--- config.mk ---
export PLATFORM = sky130hd
export DESIGN_NAME = ttc_top
export DESIGN_NICKNAME = d
export VERILOG_FILES = /design/src/hdl/ttc_top.v /design/src/hdl/ttc_fifo.v /design/src/hdl/ttc_bkpt_ctl.v
export VERILOG_INCLUDE_DIRS = /design/src /design/src/common
export SDC_FILE = /design/constraint.sdc
export NUM_CORES = 1
export LEC_CHECK = 0
export BUFFER_PORTS_ARGS = -buffer_cell sky130_fd_sc_hd__buf_2
export CAP_MARGIN = 20
export CORE_MARGIN = 4
export CORE_UTILIZATION = 40
export CTS_CLUSTER_DIAMETER = 200
export DETAILED_ROUTE_END_ITERATION = 6
export GPL_ROUTABILITY_DRIVEN = 1
export PLACE_DENSITY = 0.62
export SLEW_MARGIN = 10
export SYNTH_ARGS = -nofsm -noshare
export SYNTH_HDL_FRONTEND = slang
export SYNTH_SLANG_ARGS = --single-unit
export TNS_END_PERCENT = 1
--- constraint.sdc ---
create_clock -name clk_in -period 5.6 [get_ports clk_in]
set_input_delay 0.28 -clock clk_in [delete_from_list [all_inputs] [get_ports clk_in]]
set_output_delay 0.28 -clock clk_in [all_outputs]
set_load 0.01 [all_outputs]
--- src/common/ttc_map.vh ---
// register selects, field positions, reset values and codes of the trace trigger control
`ifndef TTC_MAP_VH
`define TTC_MAP_VH
// coprocessor register/select addresses {reg[4:0], sel[2:0]}
`define TTC_ADDR_TRACE_CTL2   8'hB_A
`define TTC_ADDR_USER_WORD1   8'hB_B
`define TTC_ADDR_USER_WORD2   8'hC_3
`define TTC_ADDR_IBKPT_CTL    8'hB_C
`define TTC_ADDR_DBKPT_CTL    8'hB_D
`define TTC_ADDR_TRACE_CTL3   8'hC_2
// field positions
`define TTC_PERF_EN_BIT       29
`define TTC_TRIG_EN_BIT       28
`define TTC_BUF_SEL_BIT       3
`define TTC_SYNC_HI           2
`define TTC_SYNC_LO           0
`define TTC_SYNC_BASE_EXP     5
// reset values
`define TTC_USER_RESET        32'h0000_0000
`define TTC_BKPT_RESET        32'h0000_0000
// trigger actions
`define TTC_ACT_STOP          3'h0
`define TTC_ACT_START         3'h1
`define TTC_ACT_RSVD0         3'h2
`define TTC_ACT_START_CM      3'h3
`define TTC_ACT_DUMP_STOP     3'h4
`define TTC_ACT_START_DUMP    3'h5
`define TTC_ACT_RSVD1         3'h6
`define TTC_ACT_START_CM_DUMP 3'h7
// trace record kinds
`define TTC_REC_USER1         2'h1
`define TTC_REC_USER2         2'h2
`endif

--- src/hdl/ttc_top.v ---
// trace trigger control: user trace words, breakpoint triggers, buffer select and sync period
`timescale 1ns/1ps
`include "ttc_map.vh"
// Behaviour
// (RULE1) buffer select bit one means trace goes off-chip, zero on-chip.
// (RULE2) read-only sync code gives sync period two to the (code plus five).
// (RULE3) writing user word one or two emits a user type 1 or 2 record.
// (RULE4) software must not write user words in back-to-back cycles.
// (RULE5) user words are 32-bit read/write, reset zero, value sent in the record.
// (RULE6) instruction control bit 29 lets breakpoint matches raise the perf trigger.
// (RULE7) instruction control bit 28 gates breakpoint trace actions.
// (RULE8) each instruction breakpoint has 3-bit action; absent ones read zero.
// (RULE9) data control bit 29 enables perf trigger, bit 28 enables trace actions.
// (RULE10) each data breakpoint has 3-bit action; absent ones read zero.
// (RULE11) action 000 stops tracing if on, else nothing.
// (RULE12) action 001 starts tracing if off, else nothing.
// (RULE13) action 011 starts core and coherence manager tracing if off.
// (RULE14) action 100 while on dumps all perf counters then stops.
// (RULE15) action 101 starts if off and always dumps perf counters.
// (RULE16) action 111 starts core and manager if off, always dumps counters.
// (RULE17) codes 010 and 110 are reserved and do nothing here.
// (RULE18) breakpoint control registers exist only with breakpoints and trace configured.
// (RULE19) third control read-only fields come from the trace control block.
// (RULE20) enabled match performs its action in the cycle it is reported; here trace state and output pulses are registered and change one cycle later.
module ttc_top #(
  parameter HAS_BKPT   = 1,
  parameter NUM_IBKPT  = 4,
  parameter NUM_DBKPT  = 2,
  parameter IBKPT_IMPL = 4'hF,
  parameter DBKPT_IMPL = 2'h3
) (
  // clock and reset
  input  wire        clk_in,
  input  wire        sys_rst_in,
  // coprocessor register access
  input  wire [7:0]  cop_addr_in,
  input  wire        cop_wr_in,
  input  wire [31:0] cop_wdata_in,
  output reg  [31:0] cop_rdata_out,
  // breakpoint matches
  input  wire [3:0]  instr_match_in,
  input  wire [1:0]  data_match_in,
  // values loaded from the trace control block
  input  wire        tcb_load_in,
  input  wire        tcb_buf_sel_in,
  input  wire [2:0]  tcb_sync_code_in,
  input  wire [31:0] tcb_ctl3_in,
  // tracing state
  output wire        trace_on_out,
  output wire        cm_trace_start_out,
  output wire        perf_dump_out,
  output wire        perf_trig_out,
  output wire        trace_buffer_select_out,
  output wire [13:0] sync_period_out,
  // user trace record stream
  output wire        rec_valid_out,
  input  wire        rec_ready_in,
  output wire [1:0]  rec_kind_out,
  output wire [31:0] rec_data_out,
  output wire        rec_overflow_out
);
  localparam ST_OFF = 2'b01;
  localparam ST_ON  = 2'b10;

  reg  [31:0] user_trace_word_one_r;
  reg  [31:0] user_trace_word_two_r;
  reg         trace_buffer_select_r;
  reg  [2:0]  sync_interval_code_r;
  reg  [31:0] third_trace_control_r;
  reg  [1:0]  state_r;
  reg  [1:0]  state_nxt;
  reg         cm_start_r;
  reg         cm_start_nxt;
  reg         dump_r;
  reg         dump_nxt;
  reg         perf_trig_r;
  reg         overflow_r;
  reg         rec_push;
  reg  [1:0]  rec_kind;
  reg  [31:0] rec_data;
  reg         act_hit;
  reg  [2:0]  act_code;
  wire        wr_word1;
  wire        wr_word2;
  wire        wr_ibkpt;
  wire        wr_dbkpt;
  wire [31:0] ibkpt_reg;
  wire [31:0] dbkpt_reg;
  wire        ibkpt_hit;
  wire        dbkpt_hit;
  wire        ibkpt_perf;
  wire        dbkpt_perf;
  wire [2:0]  ibkpt_act;
  wire [2:0]  dbkpt_act;
  wire        fifo_ready;
  wire [33:0] fifo_out;
  wire        is_on;

  assign wr_word1 = cop_wr_in && (cop_addr_in == `TTC_ADDR_USER_WORD1);
  assign wr_word2 = cop_wr_in && (cop_addr_in == `TTC_ADDR_USER_WORD2);
  assign wr_ibkpt = cop_wr_in && (cop_addr_in == `TTC_ADDR_IBKPT_CTL) && (HAS_BKPT != 0);
  assign wr_dbkpt = cop_wr_in && (cop_addr_in == `TTC_ADDR_DBKPT_CTL) && (HAS_BKPT != 0);

  // user trace words
  always @(posedge clk_in) begin
    if (sys_rst_in) begin
      user_trace_word_one_r <= `TTC_USER_RESET; // RULE5
      user_trace_word_two_r <= `TTC_USER_RESET; // RULE5
    end else begin
      if (wr_word1) begin
        user_trace_word_one_r <= cop_wdata_in; // RULE5
      end
      if (wr_word2) begin
        user_trace_word_two_r <= cop_wdata_in; // RULE5
      end
    end
  end

  // record enqueue: one record per user word write
  always @* begin
    rec_push = wr_word1 || wr_word2; // RULE3
    rec_data = cop_wdata_in; // RULE5
    if (wr_word2) begin
      rec_kind = `TTC_REC_USER2; // RULE3
    end else begin
      rec_kind = `TTC_REC_USER1; // RULE3
    end
  end

  // a write with the fifo full loses its record; flag sticks until reset
  always @(posedge clk_in) begin
    if (sys_rst_in) begin
      overflow_r <= 1'b0;
    end else if (rec_push && !fifo_ready) begin
      overflow_r <= 1'b1;
    end
  end

  ttc_fifo #(
    .WIDTH (34),
    .DEPTH (16),
    .AW    (4)
  ) u_fifo (
    .clk_in       (clk_in),
    .sys_rst_in   (sys_rst_in),
    .wr_valid_in  (rec_push),
    .wr_ready_out (fifo_ready),
    .wr_data_in   ({rec_kind, rec_data}),
    .rd_valid_out (rec_valid_out),
    .rd_ready_in  (rec_ready_in),
    .rd_data_out  (fifo_out)
  );

  assign rec_kind_out     = fifo_out[33:32];
  assign rec_data_out     = fifo_out[31:0];
  assign rec_overflow_out = overflow_r;

  // fields loaded from the trace control block
  always @(posedge clk_in) begin
    if (sys_rst_in) begin
      trace_buffer_select_r <= 1'b0;
      sync_interval_code_r  <= 3'h0;
      third_trace_control_r <= 32'h0000_0000;
    end else if (tcb_load_in) begin
      trace_buffer_select_r <= tcb_buf_sel_in; // RULE1
      sync_interval_code_r  <= tcb_sync_code_in; // RULE2
      third_trace_control_r <= tcb_ctl3_in; // RULE19
    end
  end

  assign trace_buffer_select_out = trace_buffer_select_r; // RULE1
  assign sync_period_out = 14'h0001 << (sync_interval_code_r + `TTC_SYNC_BASE_EXP); // RULE2

  // breakpoint control registers
  ttc_bkpt_ctl #(
    .NUM_BKPT (NUM_IBKPT),
    .IMPL_MSK (IBKPT_IMPL)
  ) u_ibkpt (
    .clk_in        (clk_in),
    .sys_rst_in    (sys_rst_in),
    .wr_en_in      (wr_ibkpt),
    .wr_data_in    (cop_wdata_in),
    .match_in      (instr_match_in),
    .reg_out       (ibkpt_reg),
    .hit_out       (ibkpt_hit),
    .perf_trig_out (ibkpt_perf),
    .action_out    (ibkpt_act)
  );

  ttc_bkpt_ctl #(
    .NUM_BKPT (NUM_DBKPT),
    .IMPL_MSK (DBKPT_IMPL)
  ) u_dbkpt (
    .clk_in        (clk_in),
    .sys_rst_in    (sys_rst_in),
    .wr_en_in      (wr_dbkpt),
    .wr_data_in    (cop_wdata_in),
    .match_in      (data_match_in),
    .reg_out       (dbkpt_reg),
    .hit_out       (dbkpt_hit),
    .perf_trig_out (dbkpt_perf),
    .action_out    (dbkpt_act)
  );

  // instruction breakpoint wins over data breakpoint in the same cycle
  always @* begin
    act_hit  = 1'b0;
    act_code = `TTC_ACT_STOP;
    if (HAS_BKPT != 0) begin // RULE18
      if (ibkpt_hit) begin
        act_hit  = 1'b1; // RULE20
        act_code = ibkpt_act;
      end else if (dbkpt_hit) begin
        act_hit  = 1'b1; // RULE20
        act_code = dbkpt_act;
      end
    end
  end

  assign is_on = (state_r == ST_ON);

  // trace on/off state and action side effects
  // reserved codes fall through to the defaults and leave the state alone
  always @* begin
    state_nxt    = state_r;
    cm_start_nxt = 1'b0;
    dump_nxt     = 1'b0;
    case (state_r)
      ST_OFF: begin
        if (act_hit) begin
          case (act_code)
            `TTC_ACT_START: begin
              state_nxt = ST_ON; // RULE12
            end
            `TTC_ACT_START_CM: begin
              state_nxt    = ST_ON; // RULE13
              cm_start_nxt = 1'b1; // RULE13
            end
            `TTC_ACT_START_DUMP: begin
              state_nxt = ST_ON; // RULE15
              dump_nxt  = 1'b1; // RULE15
            end
            `TTC_ACT_START_CM_DUMP: begin
              state_nxt    = ST_ON; // RULE16
              cm_start_nxt = 1'b1; // RULE16
              dump_nxt     = 1'b1; // RULE16
            end
            default: begin
              state_nxt = ST_OFF; // RULE11 RULE14 RULE17
            end
          endcase
        end
      end
      ST_ON: begin
        if (act_hit) begin
          case (act_code)
            `TTC_ACT_STOP: begin
              state_nxt = ST_OFF; // RULE11
            end
            `TTC_ACT_DUMP_STOP: begin
              state_nxt = ST_OFF; // RULE14
              dump_nxt  = 1'b1; // RULE14
            end
            `TTC_ACT_START_DUMP, `TTC_ACT_START_CM_DUMP: begin
              dump_nxt = 1'b1; // RULE15 RULE16
            end
            default: begin
              state_nxt = ST_ON; // RULE12 RULE13 RULE17
            end
          endcase
        end
      end
      default: begin
        state_nxt = ST_OFF;
      end
    endcase
  end

  always @(posedge clk_in) begin
    if (sys_rst_in) begin
      state_r     <= ST_OFF;
      cm_start_r  <= 1'b0;
      dump_r      <= 1'b0;
    end else begin
      state_r     <= state_nxt;
      cm_start_r  <= cm_start_nxt;
      dump_r      <= dump_nxt;
    end
  end

  // perf trigger pulse follows any enabled match, whatever the action
  always @(posedge clk_in) begin
    if (sys_rst_in) begin
      perf_trig_r <= 1'b0;
    end else begin
      perf_trig_r <= (HAS_BKPT != 0) && (ibkpt_perf || dbkpt_perf); // RULE6 RULE9
    end
  end

  assign trace_on_out       = is_on;
  assign cm_trace_start_out = cm_start_r;
  assign perf_dump_out      = dump_r;
  assign perf_trig_out      = perf_trig_r;

  // register read mux; unlisted selects read zero
  always @(posedge clk_in) begin
    if (sys_rst_in) begin
      cop_rdata_out <= 32'h0000_0000;
    end else begin
      case (cop_addr_in)
        `TTC_ADDR_USER_WORD1: begin
          cop_rdata_out <= user_trace_word_one_r;
        end
        `TTC_ADDR_USER_WORD2: begin
          cop_rdata_out <= user_trace_word_two_r;
        end
        `TTC_ADDR_TRACE_CTL2: begin
          cop_rdata_out <= {28'h000_0000, trace_buffer_select_r, sync_interval_code_r};
        end
        // breakpoint registers read zero when not configured
        `TTC_ADDR_IBKPT_CTL: begin
          if (HAS_BKPT != 0) begin // RULE18
            cop_rdata_out <= ibkpt_reg;
          end else begin
            cop_rdata_out <= 32'h0000_0000;
          end
        end
        `TTC_ADDR_DBKPT_CTL: begin
          if (HAS_BKPT != 0) begin // RULE18
            cop_rdata_out <= dbkpt_reg;
          end else begin
            cop_rdata_out <= 32'h0000_0000;
          end
        end
        `TTC_ADDR_TRACE_CTL3: begin
          cop_rdata_out <= third_trace_control_r; // RULE19
        end
        default: begin
          cop_rdata_out <= 32'h0000_0000;
        end
      endcase
    end
  end
endmodule // ttc_top

--- src/hdl/ttc_fifo.v ---
// parameterised valid/ready fifo in flip-flops
`timescale 1ns/1ps
module ttc_fifo #(
  parameter WIDTH = 34,
  parameter DEPTH = 16,
  parameter AW    = 4
) (
  // clock and reset
  input  wire             clk_in,
  input  wire             sys_rst_in,
  // fill side
  input  wire             wr_valid_in,
  output wire             wr_ready_out,
  input  wire [WIDTH-1:0] wr_data_in,
  // drain side
  output wire             rd_valid_out,
  input  wire             rd_ready_in,
  output wire [WIDTH-1:0] rd_data_out
);
  reg [WIDTH-1:0] mem_r [0:DEPTH-1];
  reg [AW-1:0]    wr_ptr_r;
  reg [AW-1:0]    rd_ptr_r;
  reg [AW:0]      count_r;
  wire            push;
  wire            pop;

  assign wr_ready_out = (count_r != DEPTH[AW:0]);
  assign rd_valid_out = (count_r != {(AW+1){1'b0}});
  assign rd_data_out  = mem_r[rd_ptr_r];
  assign push         = wr_valid_in && wr_ready_out;
  assign pop          = rd_valid_out && rd_ready_in;

  always @(posedge clk_in) begin
    if (push) begin
      mem_r[wr_ptr_r] <= wr_data_in;
    end
  end

  always @(posedge clk_in) begin
    if (sys_rst_in) begin
      wr_ptr_r <= {AW{1'b0}};
      rd_ptr_r <= {AW{1'b0}};
      count_r  <= {(AW+1){1'b0}};
    end else begin
      if (push) begin
        wr_ptr_r <= wr_ptr_r + {{(AW-1){1'b0}}, 1'b1};
      end
      if (pop) begin
        rd_ptr_r <= rd_ptr_r + {{(AW-1){1'b0}}, 1'b1};
      end
      if (push && !pop) begin
        count_r <= count_r + {{AW{1'b0}}, 1'b1};
      end else if (pop && !push) begin
        count_r <= count_r - {{AW{1'b0}}, 1'b1};
      end
    end
  end
endmodule // ttc_fifo

--- src/hdl/ttc_bkpt_ctl.v ---
// breakpoint trace control register with per-breakpoint action fields
`timescale 1ns/1ps
`include "ttc_map.vh"
module ttc_bkpt_ctl #(
  parameter NUM_BKPT = 4,
  parameter IMPL_MSK = 4'hF
) (
  // clock and reset
  input  wire                  clk_in,
  input  wire                  sys_rst_in,
  // register write
  input  wire                  wr_en_in,
  input  wire [31:0]           wr_data_in,
  // breakpoint matches
  input  wire [NUM_BKPT-1:0]   match_in,
  // register image and decoded trigger
  output wire [31:0]           reg_out,
  output reg                   hit_out,
  output reg                   perf_trig_out,
  output reg  [2:0]            action_out
);
  reg         perf_en_r;
  reg         trig_en_r;
  reg  [2:0]  act_r [0:NUM_BKPT-1];
  wire [31:0] act_flat;
  integer     i;

  genvar g;
  generate
    for (g = 0; g < NUM_BKPT; g = g + 1) begin : g_bkpt
      always @(posedge clk_in) begin
        if (sys_rst_in) begin
          act_r[g] <= 3'h0;
        end else if (wr_en_in && IMPL_MSK[g]) begin
          act_r[g] <= wr_data_in[3*g+2:3*g]; // RULE8 RULE10
        end
      end
      assign act_flat[3*g+2:3*g] = IMPL_MSK[g] ? act_r[g] : 3'h0; // RULE8 RULE10
    end
  endgenerate
  assign act_flat[31:3*NUM_BKPT] = {(32-3*NUM_BKPT){1'b0}};

  always @(posedge clk_in) begin
    if (sys_rst_in) begin
      perf_en_r <= 1'b0;
      trig_en_r <= 1'b0;
    end else if (wr_en_in) begin
      perf_en_r <= wr_data_in[`TTC_PERF_EN_BIT];
      trig_en_r <= wr_data_in[`TTC_TRIG_EN_BIT];
    end
  end

  assign reg_out = {2'b00, perf_en_r, trig_en_r, act_flat[27:0]};

  // lowest numbered matching breakpoint wins
  always @* begin
    hit_out       = 1'b0;
    perf_trig_out = 1'b0;
    action_out    = 3'h0;
    for (i = NUM_BKPT - 1; i >= 0; i = i - 1) begin
      if (match_in[i] && IMPL_MSK[i]) begin
        hit_out    = trig_en_r; // RULE7 RULE9
        action_out = act_r[i];
      end
    end
    perf_trig_out = perf_en_r && |(match_in & IMPL_MSK[NUM_BKPT-1:0]); // RULE6 RULE9
  end
endmodule // ttc_bkpt_ctl

-- Yosys cells after proc, flatten, opt, wreduce, memory -nomap -nowiden
Memories as Yosys holds them, arrays and structs flattened. A register that Yosys moved wholly into a read port is not among the register bits.
Cells that the tools add are included.
- memory bits (writable): 562
- register bits: 155
- word-level logic and storage cells: 129
- input bits: 87
- memories kept: 3
- memories (memory ; depth ; width ; rd ports ; clocked after memory_dff ; wr ports ; RTL line ; text):
    u_fifo.mem_r ; 16 ; 34 ; 1 ; 1 ; 1 ; ttc_fifo.v:20 ; reg [WIDTH-1:0] mem_r [0:DEPTH-1];
    u_ibkpt.act_r ; 4 ; 3 ; 4 ; 0 ; 4 ; ttc_bkpt_ctl.v:24 ; reg [2:0] act_r [0:NUM_BKPT-1];
    u_dbkpt.act_r ; 2 ; 3 ; 2 ; 0 ; 2 ; ttc_bkpt_ctl.v:24 ;
- shift operators: 1
- $add $sub $neg: 5
- bitwise gates (word level): 8
- mux-type cells: 49
- equal/unequal tests: 17
- reduce and logical (&&, ||, !) cells: 28
- operator list (kind ; count):
    $pmux W32 S6 ; 1
    $eq A8 B8 Y1 const B ; 6
    $mux W3 ; 14
    $mux W1 ; 23
    $shl A1 B4 Y14 const A ; 1
    $logic_and A1 B1 Y1 ; 11
    $mux W5 ; 2
    $eq A3 B3 Y1 const B ; 3
    $add A4 B1 Y4 const B ; 2
    $mux W2 ; 4
    $mux W4 ; 2
    $pmux W2 S2 ; 2
    $reduce_or A2 Y1 ; 4
    $reduce_or A4 Y1 ; 2
    $or A1 B1 Y1 ; 6
    $reduce_or A3 Y1 ; 2
    $add A5 B1 Y5 const B ; 1
    $ne A5 B5 Y1 const B ; 1
    $reduce_bool A5 Y1 ; 1
    $sub A5 B1 Y5 const B ; 1
    $add A3 B3 Y4 const B ; 1
    $ne A2 B2 Y1 const B ; 2
    $eq A3 B1 Y1 const B ; 1
    $eq A3 B2 Y1 const B ; 1
    other kinds (10) ; 14

-- Longest topological paths before layout
Gate-level depths: netlist of the first run.
An unclocked memory read counts as a cell.
- depth in word-level cells: 11
- gate-level depth with buffers: 13
- depth with buffers taken out: 13

-- Cells and area by module
From an unflattened synthesis of the first run, not the netlist that was laid out.
- cell total of the unflattened synthesis: 1771
- area total of the unflattened synthesis: 28682.5 um2
- by module, submodules not included (module ; cells each ; area an instance (um2) ; instances):
    ttc_fifo ; 944 ; 21274.2 ; 1
    ttc_top ; 696 ; 6052.1 ; 1
    ttc_bkpt_ctl at u_ibkpt ; 73 ; 799.5 ; 1
    ttc_bkpt_ctl at u_dbkpt ; 58 ; 556.8 ; 1

-- Worst setup path after synthesis of the first run
OpenSTA, ideal clock, no wires.
- path kind: input to register
- from: in cop_addr_in[2]
- to: mem u_fifo.mem_r[0][0] (enable)
- path buffers: 0
- stages: 5
- data required time: 5.132 ns
- setup slack: 1.094 ns
- arrival: 4.039 ns
- cell sequence: or4_1 -> or2_1 -> a221oi_4 -> nand2_1 -> nor3_1
- longest elaborated chain between the ends: 6
- elaborated cells between the ends (all ways): 8
- those cells by class: eq/ne: 2; mux: 2; reduce/logical: 4
- ends and longest elaborated chain (what ; RTL line ; text):
    from (decl) ; ttc_top.v:36 ; input wire [7:0] cop_addr_in,
    $eq A8 B8 Y1 ; -- ;
    $logic_and A1 B1 Y1 (on tied branches) ; ttc_top.v:99, ttc_top.v:100 ;
    $logic_or A1 B1 Y1 (*) ; ttc_top.v:121 ; rec_push = wr_word1 || wr_word2;
    $logic_and A1 B1 Y1 (*) ; ttc_fifo.v:30 ; assign push = wr_valid_in && wr_ready_out;
    named net u_fifo.push ; ttc_fifo.v:24 ; wire push;
    $mux W1 (*) ; ttc_fifo.v:34 ; if (push) begin
    $mux W1 (not written as such) (*) ; ttc_fifo.v:35 ; mem_r[wr_ptr_r] <= wr_data_in;
    to (decl) ; ttc_fifo.v:20 ;
The timed path passes the listed nets; every way through them passes the cells marked *.

==> results of run 1 <==
-- power breakdown --
| group | total (µW) | internal, µW | switching (µW) |
|---|---|---|---|
| Clock | 4810 | 2790 | 2020 |
| Combinational | 1420 | 743 | 680 |
| Sequential | 5910 | 5800 | 114 |
| Total | 12100 | 9330 | 2810 |
-- through the flow --
step                instance area (µm²)  hold WS (ns)
floorplan                         27500         0.379
global placement                  29400         0.441
detailed placement                29500         0.446
CTS                               32300        0.0546
global route                      32400        0.0708
finish                            32400        0.0928
-- cell families (layout without fill, tap and decap cells) --
family,Yosys count,in the layout,share of synthesized area
DFF,721,721,0.729
and+or+nand+nor,319,319,0.0502
muxes,213,213,0.155
AOI/OAI and AO/OA,166,166,0.0402
buffers and inverters,116,395,0.0172
adders and majority gates,12,12,0.00573
xor gates and xnor gates,9,9,0.00286
other,1,6,0.000136
-- layout make-up --
cell class / instances / area, µm²
timing repair buffer: 246 / 1630
fill: 5581 / 35300
clock inverter: 35 / 375
sequential: 721 / 20100
inverter: 14 / 52.6
tap: 873 / 1090
clock buffer: 100 / 2020
multi-input combinational: 725 / 7140
-- state kept, by name, summed over array words and instances, names as in the netlist, 2 cells and up, named ones only --
| signal | cells |
|---|---|
| cop_rdata_out | 32 |
| u_fifo.rd_ptr_r | 4 |
| u_ibkpt.act_r | 12 |
| third_trace_control_r | 32 |
| state_r | 2 |
| user_trace_word_one_r | 32 |
| u_dbkpt.act_r | 6 |
| u_fifo.count_r | 5 |
| sync_interval_code_r | 3 |
| u_fifo.mem_r | 544 |
| u_fifo.wr_ptr_r | 4 |
| user_trace_word_two_r | 32 |
-- repair_timing --
action                                  in CTS  in global routing
hold buffers                                44                  0
endpoints found under the hold margin       40                  0
endpoints found under the setup margin       0                  0
-- path summary, 6_finish.rpt --
check | from | slack, ns | end | cells past startpoint
worst max-delay path | register | 1.91 | rec_data_out[3] | 4
worst min-delay path | cop_wdata_in[31] | 0.09 | u_fifo.mem_r[12][31]$_DFFE_PP_ | 1
worst max register to register | u_fifo.count_r[0]$_SDFFE_PP0P_ | 2.32 | u_fifo.count_r[4]$_SDFFE_PP0P_ | 12
worst min register to register | user_trace_word_one_r[16]$_SDFFE_PP0P_ | 0.46 | user_trace_word_one_r[16]$_SDFFE_PP0P_ | 2
-- Yosys cell counts, types with 4 or more instances --
master,n
ha_1,11
a31oi_1,5
a22o_1,4
a21oi_1,93
dfxtp_1,159
and2_1,20
buf_2,10
xor2_1,5
clkbuf_1,74
o21ai_0,6
a222oi_1,27
buf_1,11
mux2i_1,39
edfxtp_1,562
nand3_1,5
a22oi_1,9
nand2b_1,5
a21o_1,5
buf_4,7
mux4_2,170
nor2_1,89
nor3_1,6
inv_1,13
nand2_1,167
mux2_2,4
or3_1,5
xnor2_1,4
-- metal layers --
metal,routed length [µm],up-vias
met3,4270,91
li1,-,6574
met4,1240,2
met2,31800,541
met1,29000,7814
met5,13,-
==> run_results.csv, run 1 <==
group,metric,value,unit
run_status,status,"finished clean",
placed_design,portBuffers,167,
finish,diodes,0,
placed_design,gp_congestion,0.841,
power_and_ir_drop,p_leak,0.0106,µW
grt,grt_pass1_wl,100000,µm
grt,antenna_found_initial,1,
synthesis,synth.largest_area_cell,"edfxtp_1",
route,drt_first_pass_iters,6,
route,drt_iter0_drc,1475,
synthesis,ys_seq_area_frac,0.729,
timing,slew_headroom,0.317,
power_and_ir_drop,ir_worst_vdd,0.000316,V
route,drc,0,
clock_tree,clkLatencyLatePin,0.63,ns
setup_path,cpMostUsedCell,"mux4_2",
timing,fmax,0.271,GHz
clock_tree,cts_num_sinks,721,
clock_tree,cts_tree,"done",
route,routed_wirelength,66300,µm
clock_tree,clkTransAtPathRegs,0.06,ns
synthesis,synth_edf_count,562,
synthesis,syn_area,0.0275,mm²
timing,period_needed,3.69,ns
floorplan,die_area,0.0731,mm²
clock_tree,cts_max_level,3,
synthesis,avgSynthCellArea,17.7,µm²
finish,area_growth,17.6,%
floorplan,initial_core_util,0.407,
setup_path,crit_required,5.32,ns
setup_path,cp.buffers_inverters,2,
timing,finalSetupViolations,0,
grt,grt_usage,0.181,
finish,drive_gt1_frac,0.275,
setup_path,cp.arrival,3.41,ns
route,viasPerCell,5.54,
route,wl_per_cell,24.4,µm
finish,final_cell_mix,"562 x edfxtp_1, 170 x mux4_2, 166 x nand2_1, 166 x buf_2, 155 x dfxtp_1",
floorplan,die_w,270,µm
finish,final_common_cell,"edfxtp_1",
setup_path,slowest_delay,0.80,ns
power_and_ir_drop,p_per_area,375,mW/mm²
power_and_ir_drop,power,12100,µW
clock_tree,post-cts-setup-buffers,0,
setup_path,crit_slowest_cell,"dfxtp_4",
floorplan,pin_count,174,
setup_path,path_cells,"buf_12, mux4_2, mux4_2, buf_2",
timing,worst_pin_slew,1.02,ns
placed_design,dp.final_hpwl,40600,µm
route,num_vias,15000,
job,drv_cap,0,
synthesis,synth.area.top_cells,"edfxtp_1 61%, mux4_2 14%, dfxtp_1 12%",
synthesis,ys.flop_type,"edfxtp_1",
synthesis,ys_ff_latch,721,
placed_design,pre_cts_slack,1.82,ns
setup_path,cp_max_fo,83,
synthesis,synthArstFlopShare,0,
setup_path,crit_family,"multiplexers",
clock_tree,cts_buffers,74,
clock_tree,ctsResizeCount,0,
clock_tree,cts_root_buf,"clkbuf_16",
setup_path,critPathCaptureType,"output port",
synthesis,syn_inst,1557,
clock_tree,clockBufferDepth,3,
timing,slew_viol_final,0,
setup_path,worstSetupPathType,"register to output port",
min_path,hold_path.class,"input port to register",
setup_path,start_kind,"register",
grt,grt_use_met1,0.261,
grt,grt.busiest_layer,"met2",
synthesis,synthDominantCellAreaShare,0.613,
synthesis,ys_warn_count,0,
grt,grt_start_max_net_pins,110,
placed_design,dp.cells,2532,
floorplan,core-area,0.0676,mm²
floorplan,die_y,270,µm
timing,clock_skew,0.0292,ns
finish,layout.nets,1881,
synthesis,ys_types,54,
timing,period_share,0.659,
timing,hold_viol_final,0,
timing,fin_setup_tns,0,ns
floorplan,rows,95,
grt,use_met3,0.0365,
grt,grtUsageMet2,0.288,
timing,timing.final.ws_setup,1.91,ns
route,ant_nets,0,
timing,rsz0062_at_grt,"no",
grt,grt_pass1_vias,15500,
finish,final_util,0.479,
grt,grt_overflow,0,
finish,finalNonFillerCells,2714,
Power figures use the tool's default switching activity.
==> run 2, diff against run 1 <==
==> constraint.sdc (replaced) <==
create_clock -name clk_in -period 3.75 [get_ports clk_in]
set_input_delay 0.1875 -clock clk_in [delete_from_list [all_inputs] [get_ports clk_in]]
set_output_delay 0.1875 -clock clk_in [all_outputs]
set_load 0.01 [all_outputs]
==> run_results.csv, run 2 (synthesis results as in run 1) <==
group,metric,value,unit
finish,diodes,0,
power_and_ir_drop,p_leak,0.0107,µW
clock_tree,cts_max_level,3,
setup_path,crit_family,"multiplexers",
placed_design,gp_congestion,0.881,
timing,finalSetupViolations,0,
grt,antenna_found_initial,4,
timing,slew_viol_final,0,
route,ant_nets,0,
route,viasPerCell,5.53,
route,drt_iter0_drc,1480,
grt,grt_pass1_vias,15500,
clock_tree,cts_root_buf,"clkbuf_16",
setup_path,critPathCaptureType,"output port",
timing,period_needed,3.23,ns
grt,grt_start_max_net_pins,69,
floorplan,die_w,270,µm
setup_path,slowest_delay,0.80,ns
setup_path,path_cells,"buf_12, mux4_2, mux4_2, buf_2",
placed_design,dp.final_hpwl,41000,µm
finish,seqCellArea,0.0201,mm²
clock_tree,clockBufferDepth,3,
power_and_ir_drop,power,18400,µW
clock_tree,ctsResizeCount,0,
finish,regMostFlops,"u_fifo.mem_r",
finish,layout.nets,1897,
setup_path,cp.buffers_inverters,2,
placed_design,portBuffers,167,
run_status,status,"complete, but fails checks",
timing,hold_viol_final,0,
finish,final_common_cell,"edfxtp_1",
floorplan,pin_count,174,
finish,final_cell_mix,"562 x edfxtp_1, 170 x mux4_2, 166 x nand2_1, 166 x buf_2, 155 x dfxtp_1",
finish,multi_input_area,0.00714,mm²
timing,slew_headroom,0.365,
power_and_ir_drop,p_per_area,563,mW/mm²
floorplan,die_area,0.0731,mm²
clock_tree,post-cts-setup-buffers,0,
route,drt_first_pass_iters,7,
timing,worst_pin_slew,0.951,ns
run_status,violations,"design-rule violations",
setup_path,worstSetupPathType,"register to output port",
finish,largest_register_ffs,544,
finish,area_growth,18.7,%
finish,finalNonFillerCells,2730,
finish,nFillCells,5510,
power_and_ir_drop,ir_worst_vdd,0.000336,V
setup_path,start_kind,"register",
grt,grt_pass1_wl,98500,µm
floorplan,core-area,0.0676,mm²
clock_tree,cts_hold_buf,51,
placed_design,dp.cells,2545,
min_path,hold_path.class,"input port to register",
floorplan,die_y,270,µm
finish,drive_gt1_frac,0.282,
job,drv_cap,0,
clock_tree,cts_tree,"done",
floorplan,initial_core_util,0.407,
timing,fmax,0.310,GHz
route,routed_wirelength,65400,µm
setup_path,cp_max_fo,30,
timing,clock_skew,0.0262,ns
clock_tree,clkLatencyLatePin,0.60,ns
clock_tree,clkTransAtPathRegs,0.06,ns
setup_path,crit_required,3.56,ns
timing,period_share,0.860,
floorplan,rows,95,
route,drc,5,
route,num_vias,15100,
setup_path,crit_slowest_cell,"dfxtp_4",
timing,rsz0062_at_grt,"no",
grt,grt_usage,0.177,
route,wl_per_cell,23.9,µm
setup_path,cpMostUsedCell,"mux4_2",
grt,grt_overflow,0,
clock_tree,cts_buffers,73,
setup_path,cp.arrival,3.04,ns
clock_tree,cts_num_sinks,721,
[run 2: cell type report]
class / count / area share
clock buffer: 99 / 0.0627
clock inverter: 35 / 0.0113
inverter: 14 / 0.00161
multi-input combinational: 725 / 0.218
sequential: 721 / 0.614
tap: 873 / 0.0334
timing repair buffer: 263 / 0.0585
[run 2: through the flow]
stage | TNS (ns) | hold WS, ns | instance area, µm² | util | setup slack (ns)
floorplan | -89.52 | 0.286 | 27500 | - | -0.664
global placement | 0 | 0.422 | 29800 | 0.440 | 0.589
detailed placement | 0 | 0.429 | 29800 | 0.440 | 0.558
CTS | 0 | 0.00000322 | 32700 | 0.483 | 0.410
global route | 0 | 0.0318 | 32700 | 0.483 | 0.358
finish | 0 | 0.0312 | 32700 | 0.483 | 0.524
[run 2: tightest hold or removal path: stages]
cell and delay [ns]:
buf_2 0.22, nand2_1 0.10, a21oi_1 0.06
[run 2: path summary, 6_finish.rpt]
path | from | to | slack (ns) | depth (start not counted)
setup / recovery | register | rec_data_out[14] | 0.52 | 4
hold / removal | cop_wdata_in[8] | user_trace_word_two_r[8]$_SDFFE_PP0P_ | 0.03 | 3
setup reg to reg | u_fifo.count_r[0]$_SDFFE_PP0P_ | u_fifo.count_r[4]$_SDFFE_PP0P_ | 0.80 | 13
hold reg to reg | user_trace_word_one_r[11]$_SDFFE_PP0P_ | user_trace_word_one_r[11]$_SDFFE_PP0P_ | 0.46 | 2
[run 2: power by group]
| part | total [µW] | internal [µW] | switching, µW |
|---|---|---|---|
| clock | 7300 | 4330 | 2970 |
| combinational | 2290 | 1190 | 1110 |
| sequential | 8810 | 8660 | 154 |
| total | 18400 | 14200 | 4220 |
[run 2: metal layers]
metal,wire (µm),track usage,up-vias
met1,28700,0.257,7796
met3,4750,0.0348,79
met2,30700,0.277,618
li1,-,-,6601
met5,0,0,-
met4,1280,0.0494,0
